`src/rtl/ppf_defs.svh`:
```
// Purpose: Constants for the processor program flag block
// Assumes: 36-bit words, bit 0 is the most significant bit
// Notes: Offsets are register indices on the plain register port
`ifndef PPF_DEFS_SVH
`define PPF_DEFS_SVH

// Register indices
`define PPF_REG_FLAGS 4'h0
`define PPF_REG_SET 4'h1
`define PPF_REG_CLR 4'h2
`define PPF_REG_ENABLE 4'h3
`define PPF_REG_TRAP 4'h4
`define PPF_REG_SAVED 4'h5

// Flag field positions in the flag register
`define PPF_F_CARRY_HIGH 0
`define PPF_F_CARRY_NEXT 1
`define PPF_F_OVERFLOW 2
`define PPF_F_FLOW_CHANGE 3
`define PPF_F_STACK_OV 4
`define PPF_F_MISSING_MEM 5
`define PPF_F_TICK 6
`define PPF_F_ADDR_VIOL 7
`define PPF_F_USER 8
`define PPF_F_BYTE_PART 9
`define PPF_NFLAGS 10

// Enable field positions
`define PPF_E_OVERFLOW 0
`define PPF_E_FLOW_CHANGE 1
`define PPF_E_TICK 2

// Flags that software may set directly (error, tick and byte-part flags excluded)
`define PPF_SETTABLE_MASK 10'h10F

// Saved left-half bit positions, bit 0 being the word's top bit
`define PPF_SAVE_CARRY_HIGH 1
`define PPF_SAVE_CARRY_NEXT 2
`define PPF_SAVE_OVERFLOW 0
`define PPF_SAVE_FLOW_CHANGE 3
`define PPF_SAVE_BYTE_PART 4
`define PPF_SAVE_USER 5
`define PPF_SAVE_PI_RETURN 6

// Trap vector locations
`define PPF_TRAP_SAVE_LOC 18'h00020
`define PPF_TRAP_EXEC_LOC 18'h00021

// Reset values
`define PPF_FLAGS_RESET 10'h000
`define PPF_ENABLE_RESET 3'h0

`endif

```
`src/rtl/ppf_pkg.sv`:
```
// Purpose: Types for the processor program flag block
// Assumes: Included constants from ppf_defs.svh
// Notes: Holds types only
`default_nettype none
package ppf_pkg;

   typedef struct packed {
      logic [9:0] flags;
      logic [2:0] enable;
      logic [35:0] trap_word;
      logic [17:0] trap_addr;
      logic trap_pulse;
      logic [17:0] saved_left;
      logic [31:0] rdata;
      logic irq;
      logic user_out;
   } ppf_state_t;

endpackage
`default_nettype wire

```
`src/rtl/ppf_flags.sv`:
```
// Purpose: Program flags, user-mode trapping and flag save/restore
// Assumes: All event inputs are one-cycle pulses synchronous to i_core_clk
// Notes: Interrupt requests go to the processor channel only while the priority system runs
//
// Operation
// - Carries from AR set carry flags
// - Lost or wrong arithmetic sets overflow flag
// - Overflow with enable requests interrupt
// - Skip or jump sets flow change flag
// - Flow change with enable requests interrupt
// - Stack bound crossing sets flag, interrupts
// - Unanswered memory request sets flag, interrupts
// - Tick pulse sets flag; enabled interrupt
// - Interrupts on processor channel while system active
// - Enables settable and clearable; error flags not settable
// - Trap or interrupt-cycle jump clears user
// - User mode traps restore-jumps and io instructions
// - Block io interrupt keeps user mode set
// - User address outside area sets violation flag
// - Saved count may point either instruction
// - Calling jumps save flags; return restores them
// - Saved bits: carries, overflow, flow, user, control
// - Byte instructions run two main sequences
// - Interrupt between byte parts sets bit four
// - Trap stores instruction and address at 40
// - User halt, dismiss, io trap like unimplemented
`timescale 1ns/1ns
`default_nettype none
`include "ppf_defs.svh"

module ppf_flags
#(
   // Sizes the packed state is laid out for
   parameter int NFLAGS = `PPF_NFLAGS,
   parameter int NENABLES = 3,
   parameter int HALF_W = 18,
   parameter int WORD_W = 36
)
(
   // Clock and reset
   input wire logic i_core_clk,
   input wire logic i_resetn,
   // Register port
   input wire logic [3:0] i_addr,
   input wire logic [31:0] i_wdata,
   input wire logic i_wr,
   input wire logic i_rd,
   output logic [31:0] o_rdata,
   // Arithmetic and sequencing events
   input wire logic i_carry_high,
   input wire logic i_carry_next,
   input wire logic i_arith_overflow,
   input wire logic i_flow_change,
   input wire logic i_stack_overflow,
   input wire logic i_mem_timeout,
   input wire logic i_tick,
   input wire logic i_addr_violation,
   // Instruction events
   input wire logic [35:0] i_instr,
   input wire logic [17:0] i_eff_addr,
   input wire logic i_exec_jump_restore_dismiss,
   input wire logic i_exec_jump_restore_halt,
   input wire logic i_exec_iot,
   input wire logic i_exec_uuo,
   input wire logic i_exec_jsr,
   input wire logic i_in_pi_cycle,
   input wire logic i_pi_block_io_only,
   input wire logic i_byte_first_done,
   input wire logic i_byte_second_done,
   input wire logic i_save_flags,
   input wire logic i_restore_flags,
   input wire logic [17:0] i_restore_left,
   input wire logic i_pi_return_ctl,
   // Priority interrupt system
   input wire logic i_pi_active,
   // Outputs
   output logic o_irq,
   output logic o_user,
   output logic o_trap,
   output logic [35:0] o_trap_word,
   output logic [17:0] o_trap_addr,
   output logic [17:0] o_trap_exec,
   output logic [17:0] o_saved_left
);

   ppf_pkg::ppf_state_t state;
   ppf_pkg::ppf_state_t next_state;
   logic user_trap;
   logic any_trap;
   logic wr_set;
   logic wr_clr;
   logic [9:0] ev;
   logic [9:0] kept_flags;
   logic [9:0] soft_flags;
   logic jsr_clears_user;
   localparam logic [9:0] SETTABLE = `PPF_SETTABLE_MASK;

   // The packed state fixes every size, so other values cannot be served
   if (NFLAGS != `PPF_NFLAGS || NENABLES != 3 || HALF_W != 18 || WORD_W != 36)
   begin : g_size_check
      $error("ppf_flags: size parameters differ from the packed state");
   end

   // Restricted-mode trapping applies only outside interrupt cycles
   assign user_trap = state.flags[`PPF_F_USER] & ~i_in_pi_cycle
      & (i_exec_jump_restore_dismiss | i_exec_jump_restore_halt | i_exec_iot);
   assign any_trap = user_trap | i_exec_uuo;
   assign wr_set = i_wr && (i_addr == `PPF_REG_SET);
   assign wr_clr = i_wr && (i_addr == `PPF_REG_CLR);
   assign jsr_clears_user = i_exec_jsr & i_in_pi_cycle & ~i_pi_block_io_only;

   // Clear first, then set where allowed, so a same-cycle hardware event still wins
   for (genvar b = 0; b < NFLAGS; b++)
   begin : g_flag
      assign kept_flags[b] = state.flags[b] & ~(wr_clr & i_wdata[b]);
      assign soft_flags[b] = kept_flags[b] | (wr_set & i_wdata[b] & SETTABLE[b]);
   end

   always_comb
   begin
      ev = 10'h000;
      ev[`PPF_F_CARRY_HIGH] = i_carry_high;
      ev[`PPF_F_CARRY_NEXT] = i_carry_next;
      ev[`PPF_F_OVERFLOW] = i_arith_overflow;
      ev[`PPF_F_FLOW_CHANGE] = i_flow_change;
      ev[`PPF_F_STACK_OV] = i_stack_overflow;
      ev[`PPF_F_MISSING_MEM] = i_mem_timeout;
      ev[`PPF_F_TICK] = i_tick;
      ev[`PPF_F_ADDR_VIOL] = i_addr_violation & state.flags[`PPF_F_USER];
      ev[`PPF_F_BYTE_PART] = i_byte_first_done;
   end

   always_comb
   begin
      next_state = state;
      next_state.trap_pulse = 1'b0;
      next_state.flags = soft_flags;
      if (i_restore_flags)
      begin
         next_state.flags[`PPF_F_CARRY_HIGH] = i_restore_left[17 - `PPF_SAVE_CARRY_HIGH];
         next_state.flags[`PPF_F_CARRY_NEXT] = i_restore_left[17 - `PPF_SAVE_CARRY_NEXT];
         next_state.flags[`PPF_F_OVERFLOW] = i_restore_left[17 - `PPF_SAVE_OVERFLOW];
         next_state.flags[`PPF_F_FLOW_CHANGE] = i_restore_left[17 - `PPF_SAVE_FLOW_CHANGE];
         next_state.flags[`PPF_F_USER] = i_restore_left[17 - `PPF_SAVE_USER];
         next_state.flags[`PPF_F_BYTE_PART] = i_restore_left[17 - `PPF_SAVE_BYTE_PART];
      end
      if (i_byte_second_done)
      begin
         next_state.flags[`PPF_F_BYTE_PART] = 1'b0;
      end
      next_state.flags = next_state.flags | ev;
      // A block io service leaves user mode alone; the jump that enters a handler clears it
      if (jsr_clears_user)
      begin
         next_state.flags[`PPF_F_USER] = 1'b0;
      end
      if (any_trap)
      begin
         next_state.flags[`PPF_F_USER] = 1'b0;
         next_state.trap_pulse = 1'b1;
         next_state.trap_word = i_instr;
         next_state.trap_addr = i_eff_addr;
      end
      if (i_wr && i_addr == `PPF_REG_ENABLE)
      begin
         next_state.enable = i_wdata[2:0];
      end
      if (i_save_flags)
      begin
         next_state.saved_left = 18'h00000;
         next_state.saved_left[17 - `PPF_SAVE_CARRY_HIGH] = state.flags[`PPF_F_CARRY_HIGH];
         next_state.saved_left[17 - `PPF_SAVE_CARRY_NEXT] = state.flags[`PPF_F_CARRY_NEXT];
         next_state.saved_left[17 - `PPF_SAVE_OVERFLOW] = state.flags[`PPF_F_OVERFLOW];
         next_state.saved_left[17 - `PPF_SAVE_FLOW_CHANGE] = state.flags[`PPF_F_FLOW_CHANGE];
         next_state.saved_left[17 - `PPF_SAVE_USER] = state.flags[`PPF_F_USER];
         next_state.saved_left[17 - `PPF_SAVE_PI_RETURN] = i_pi_return_ctl;
         next_state.saved_left[17 - `PPF_SAVE_BYTE_PART] = state.flags[`PPF_F_BYTE_PART]
            & i_in_pi_cycle;
      end
      // Level request: held while a flag stays set with its enable; stack, memory and violation flags need none
      next_state.irq = i_pi_active & (
         (state.flags[`PPF_F_OVERFLOW] & state.enable[`PPF_E_OVERFLOW]) |
         (state.flags[`PPF_F_FLOW_CHANGE] & state.enable[`PPF_E_FLOW_CHANGE]) |
         (state.flags[`PPF_F_TICK] & state.enable[`PPF_E_TICK]) |
         state.flags[`PPF_F_STACK_OV] | state.flags[`PPF_F_MISSING_MEM] |
         state.flags[`PPF_F_ADDR_VIOL]);
      next_state.user_out = next_state.flags[`PPF_F_USER];
      next_state.rdata = 32'h00000000;
      if (i_rd)
      begin
         case (i_addr)
            `PPF_REG_FLAGS: next_state.rdata = {22'h000000, state.flags};
            `PPF_REG_ENABLE: next_state.rdata = {29'h00000000, state.enable};
            `PPF_REG_TRAP: next_state.rdata = {14'h0000, state.trap_addr};
            `PPF_REG_SAVED: next_state.rdata = {14'h0000, state.saved_left};
            default: next_state.rdata = 32'h00000000;
         endcase
      end
   end

   always_ff @(posedge i_core_clk or negedge i_resetn)
   begin
      if (!i_resetn)
      begin
         state <= '0;
      end
      else
      begin
         state <= next_state;
      end
   end

   assign o_rdata = state.rdata;
   assign o_irq = state.irq;
   assign o_user = state.user_out;
   assign o_trap = state.trap_pulse;
   assign o_trap_word = state.trap_word;
   assign o_trap_addr = state.trap_addr;
   assign o_trap_exec = `PPF_TRAP_EXEC_LOC;
   assign o_saved_left = state.saved_left;

endmodule // ppf_flags
`default_nettype wire

```
`config.mk`:
```
export PLATFORM = sky130hd
export DESIGN_NAME = ppf_flags
export DESIGN_NICKNAME = d
export VERILOG_FILES = /design/src/rtl/ppf_pkg.sv /design/src/rtl/ppf_flags.sv
export VERILOG_INCLUDE_DIRS = /design/src /design/src/rtl
export SDC_FILE = /design/constraint.sdc
export NUM_CORES = 1
export LEC_CHECK = 0
export BUFFER_PORTS_ARGS = -buffer_cell sky130_fd_sc_hd__clkbuf_2
export CAP_MARGIN = 20
export CORE_ASPECT_RATIO = 0.6
export CORE_MARGIN = 5
export CORE_UTILIZATION = 41
export DETAILED_ROUTE_END_ITERATION = 16
export PLACE_DENSITY = 0.77
export RECOVER_POWER = 25
export SETUP_SLACK_MARGIN = 0.4
export SLEW_MARGIN = 5
export SYNTH_ARGS = -nofsm -noshare
export SYNTH_HDL_FRONTEND = slang
export SYNTH_SLANG_ARGS = --single-unit
```
`constraint.sdc`:
```
create_clock -name i_core_clk -period 1.41 [get_ports i_core_clk]
set_clock_uncertainty 0.2 [all_clocks]
set_input_delay 0.141 -clock i_core_clk [delete_from_list [all_inputs] [get_ports i_core_clk]]
set_output_delay 0.141 -clock i_core_clk [all_outputs]
set_load 0.05 [all_outputs]
```
==> flow_results.org <==
** Power and ir drop
- Maximum vdd ir drop :: about 0.0007 V
- Power density relative to cell area :: about 1100 nW/µm²
- Total leakage power :: 3.83 nW
- Summing internal, switching and leakage power gives between 8 and 9 mW.

** Final layout
- Finished layout cell area :: around 8000 µm²
- Count of antenna diodes in the layout :: 0
- The library cell used most frequently in the layout, excluding fill and tap cells, is clkbuf_2.
- In the final design database the tool counted about 760 nets.
- Layout cells sized above 1 :: 0.614
- The top cell types in the final layout, fill and taps aside, are clkbuf_2, dfrtp_1, buf_8.
- Relative to the synthesized area, the layout overhead comes to 66.7%.
- Once layout is complete, the utilization of the core stands at 0.704.

** Min path
- Worst Hold Class :: primary input to flip-flop
- The startpoint identified for the worst hold timing path is i_instr[18].
- Hold Path Cell Cnt :: 2
- Worst min-delay path endpoint :: o_trap_word[18]

** Detailed routing
- In the final routed layout, each cell accounts on average for 19.8 µm.
- First-pass iteration count of the detailed router :: 4
- Overall via count from detail_route :: ~3700
- Starting DRC count in detailed routing :: between 100 and 150
- Using the TritonRoute via totals, the vias-per-cell ratio works out to 4.68.
- Routed WL :: roughly 16000 µm
- Post-detailed-route count of antenna-violating nets :: 0
- In the routed design, unresolved DRC markers number 0.

** Place
- Number of buffers inserted by port buffering :: 180
- Placement Cell Area :: 5350 µm²
- GP Congestion :: between 0.8 and 0.9
- Timing analysis after detailed placement gives a worst setup slack of -384 ps.
- Detailed placement finished with a half-perimeter wire length of around 9000 µm.

** Setup path
- In this run the worst path has a maximum fanout of 7.
- The worst register-to-register path has a depth of 4.
- Data on the critical path is required at its endpoint by around 1400 ps.
- For flop-to-flop paths, the worst setup slack is -230 ps.
- Destination of the worst register-to-register timing path :: o_trap_addr[17]
- The setup path with the least slack is of type flip-flop to flip-flop.
- The worst setup path is launched from a flip-flop.
- The worst register-to-register path begins at state[118].
- Kind of end point of the critical path :: flip-flop
- Data on the critical path arrives at its endpoint at about 1700 ps.

** Timing
- Final worst-path cycle share :: 1.17
- Final WS setup :: -234 ps
- Final Hold Violating Endpoints :: around 80
- In this run the tightest slew margin relative to its limit is 0.205.
- Max Freq :: approximately 610 MHz
- Total Neg Setup Slack :: -10000 ps
- Max Transition Viols Final :: 0
- Worst-Margin Slew :: around 1200 ps
- For the finished layout, the period the worst path requires is around 1600 ps.
- Final hold analysis gives a worst-case slack of -191 ps.
- Final setup vio count :: 56
- Unrepaired setup endpoints after global routing :: yes

** Clock network
- CTS root buf :: clkbuf_16
- The clock net in this run drives a total of 94 sinks.
- Reg clk slew, reported paths :: approximately 70 ps
- In this run the deepest clock path goes through 2 buffers.
- Later-pin clock latency in the skew report :: between 300 and 400 ps
- In this run, CTS created clock tree buffers numbering 9.
- CTS HTree Levels :: 3
- TritonCTS built the clock tree.

** Global routing
- Largest net degree at the start of global routing :: between 90 and 100
- Number of antenna violations at the first check in global routing :: 0
- GRT Resource Usage Total :: 0.199
- The via count of the first global-routing pass came to approximately 3800.
- First-pass GRT wire length :: 21300 µm
- Total overflow reported by the global router :: 0

** Status
- Result of the run :: finished, violations left
- The final reports fail on hold timing, setup timing.

** Synthesis
- Among all flip-flop cells after synthesis, the most frequent one is dfrtp_1.
- For this run, the register share of the synthesized area comes to 0.488.
- Flip-flop and latch count after synthesis :: 94
- Number of flops mapped to enable cells by yosys :: 0
- Gate count of the mapped netlist :: between 300 and 400
- Share of flip-flops with an asynchronous set or reset :: 1.00
- In this run, distinct cell masters in the synthesized netlist total 41.
- Synthesized area :: just under 5000 µm²
- For this run, the number of Yosys warnings is 0.
- Avg Inst Size Synth :: approximately 12 µm²

** Floorplan
- The floorplan has 30 rows.
- In this run the vertical extent of the chip is around 94 µm.
- For this configuration, the core starts out at a cell density of 0.422.
- Measured along the x axis, the die boundary spans 150 µm.
- Core area :: between 10000 and 15000 µm²
- Number of top-level design ports :: 258
- Area of the die :: between 10000 and 15000 µm²

** Run
- Max Cap Viol :: 0
-- state kept, by name, indices dropped and copies added (netlist names) --
signal	count
o_saved_left	7
o_trap_addr	18
o_rdata	18
o_irq	1
o_trap	1
state	13
o_trap_word	36
-- power breakdown --
part | internal [mW] | switching [mW] | total (mW)
clock network | 1.56 | 1.02 | 2.58
registers | 2.94 | 0.266 | 3.21
logic | 1.44 | 1.66 | 3.10
-- synth_stat cells, drive strengths merged, types with 2 or more instances --
cell    instances  share of area
nand2           4         0.0031
nor3           15          0.016
nand3           6         0.0062
a211oi          3         0.0047
a211o           4         0.0073
o21ai           4         0.0042
a31oi           2         0.0057
clkbuf          6         0.0047
buf           133           0.21
inv             9         0.0070
nor2            3         0.0023
conb            2         0.0016
nor3b           4         0.0073
a22oi          14          0.022
a311oi          4         0.0073
and3            5         0.0065
nand2b          2         0.0026
mux2           63           0.15
dfrtp          94           0.49
a21o            7          0.011
-- stage by stage --
| stage | hold slack, ps | instances |
|---|---|---|
| floorplan | -355 | 440 |
| global placement | 19.0 | 669 |
| detailed placement | 30.5 | 669 |
| CTS | -335 | 752 |
| global route | -192 | 794 |
| finish | -191 | 794 |
-- worst max-delay path by stage --
stage | from | cells past startpoint | end | slack (ps)
floorplan | state[118] | 4 | o_trap_addr[14] | -240
global route | state[118] | 4 | o_trap_addr[17] | -250
CTS | state[118] | 3 | o_trap_addr[12] | -170
global placement | i_exec_jump_restore_halt | 5 | o_trap_addr[1] | -360
detailed placement | i_exec_jump_restore_halt | 5 | o_trap_word[8] | -380
finish | state[118] | 4 | o_trap_addr[17] | -230
-- what timing repair did --
| action | 4_1_cts | 5_1_grt |
|---|---|---|
| hold buffers | 34 | 7 |
| hold endpoints to repair | 166 | 136 |
| cloned | 1 | 4 |
| setup buffers | 32 | 31 |
| endpoints found under the setup margin | 174 | 175 |
| gates resized for setup | 234 | 164 |
| pin swaps | 16 | 13 |
-- area by class of cell --
| cell class | count | area [µm²] |
|---|---|---|
| clock inverter | 5 | 83.8 |
| clock buffer | 11 | 233 |
| inverter | 9 | 36.3 |
| fill | 766 | 3380 |
| tap | 160 | 200 |
| multi-input combinational | 198 | 1940 |
| sequential | 94 | 2360 |
| timing repair buffer | 317 | 3180 |
-- routing by layer --
layer | wire length, µm | GRT usage
met1 | 6360 | 0.246
met4 | 210 | 0.0457
met3 | 1230 | 0.0680
met2 | 7920 | 0.338
met5 | 0 | 0
-- cell families after synthesis --
group | after synthesis | synth area share
simple gates | 47 | 0.0644
compound gates | 44 | 0.0738
buf+inv | 148 | 0.221
mux | 63 | 0.147
flops | 94 | 0.488
other cells | 2 | 0.00156
xor+xnor | 1 | 0.00338
-- critical path, stage by stage, from the launching register on --
cell and delay [ps]:
dfrtp_2 440, a31oi_4 190, buf_12 170, buf_6 150, mux2_1 370
Note: power is estimated with default switching activity, not from simulation.
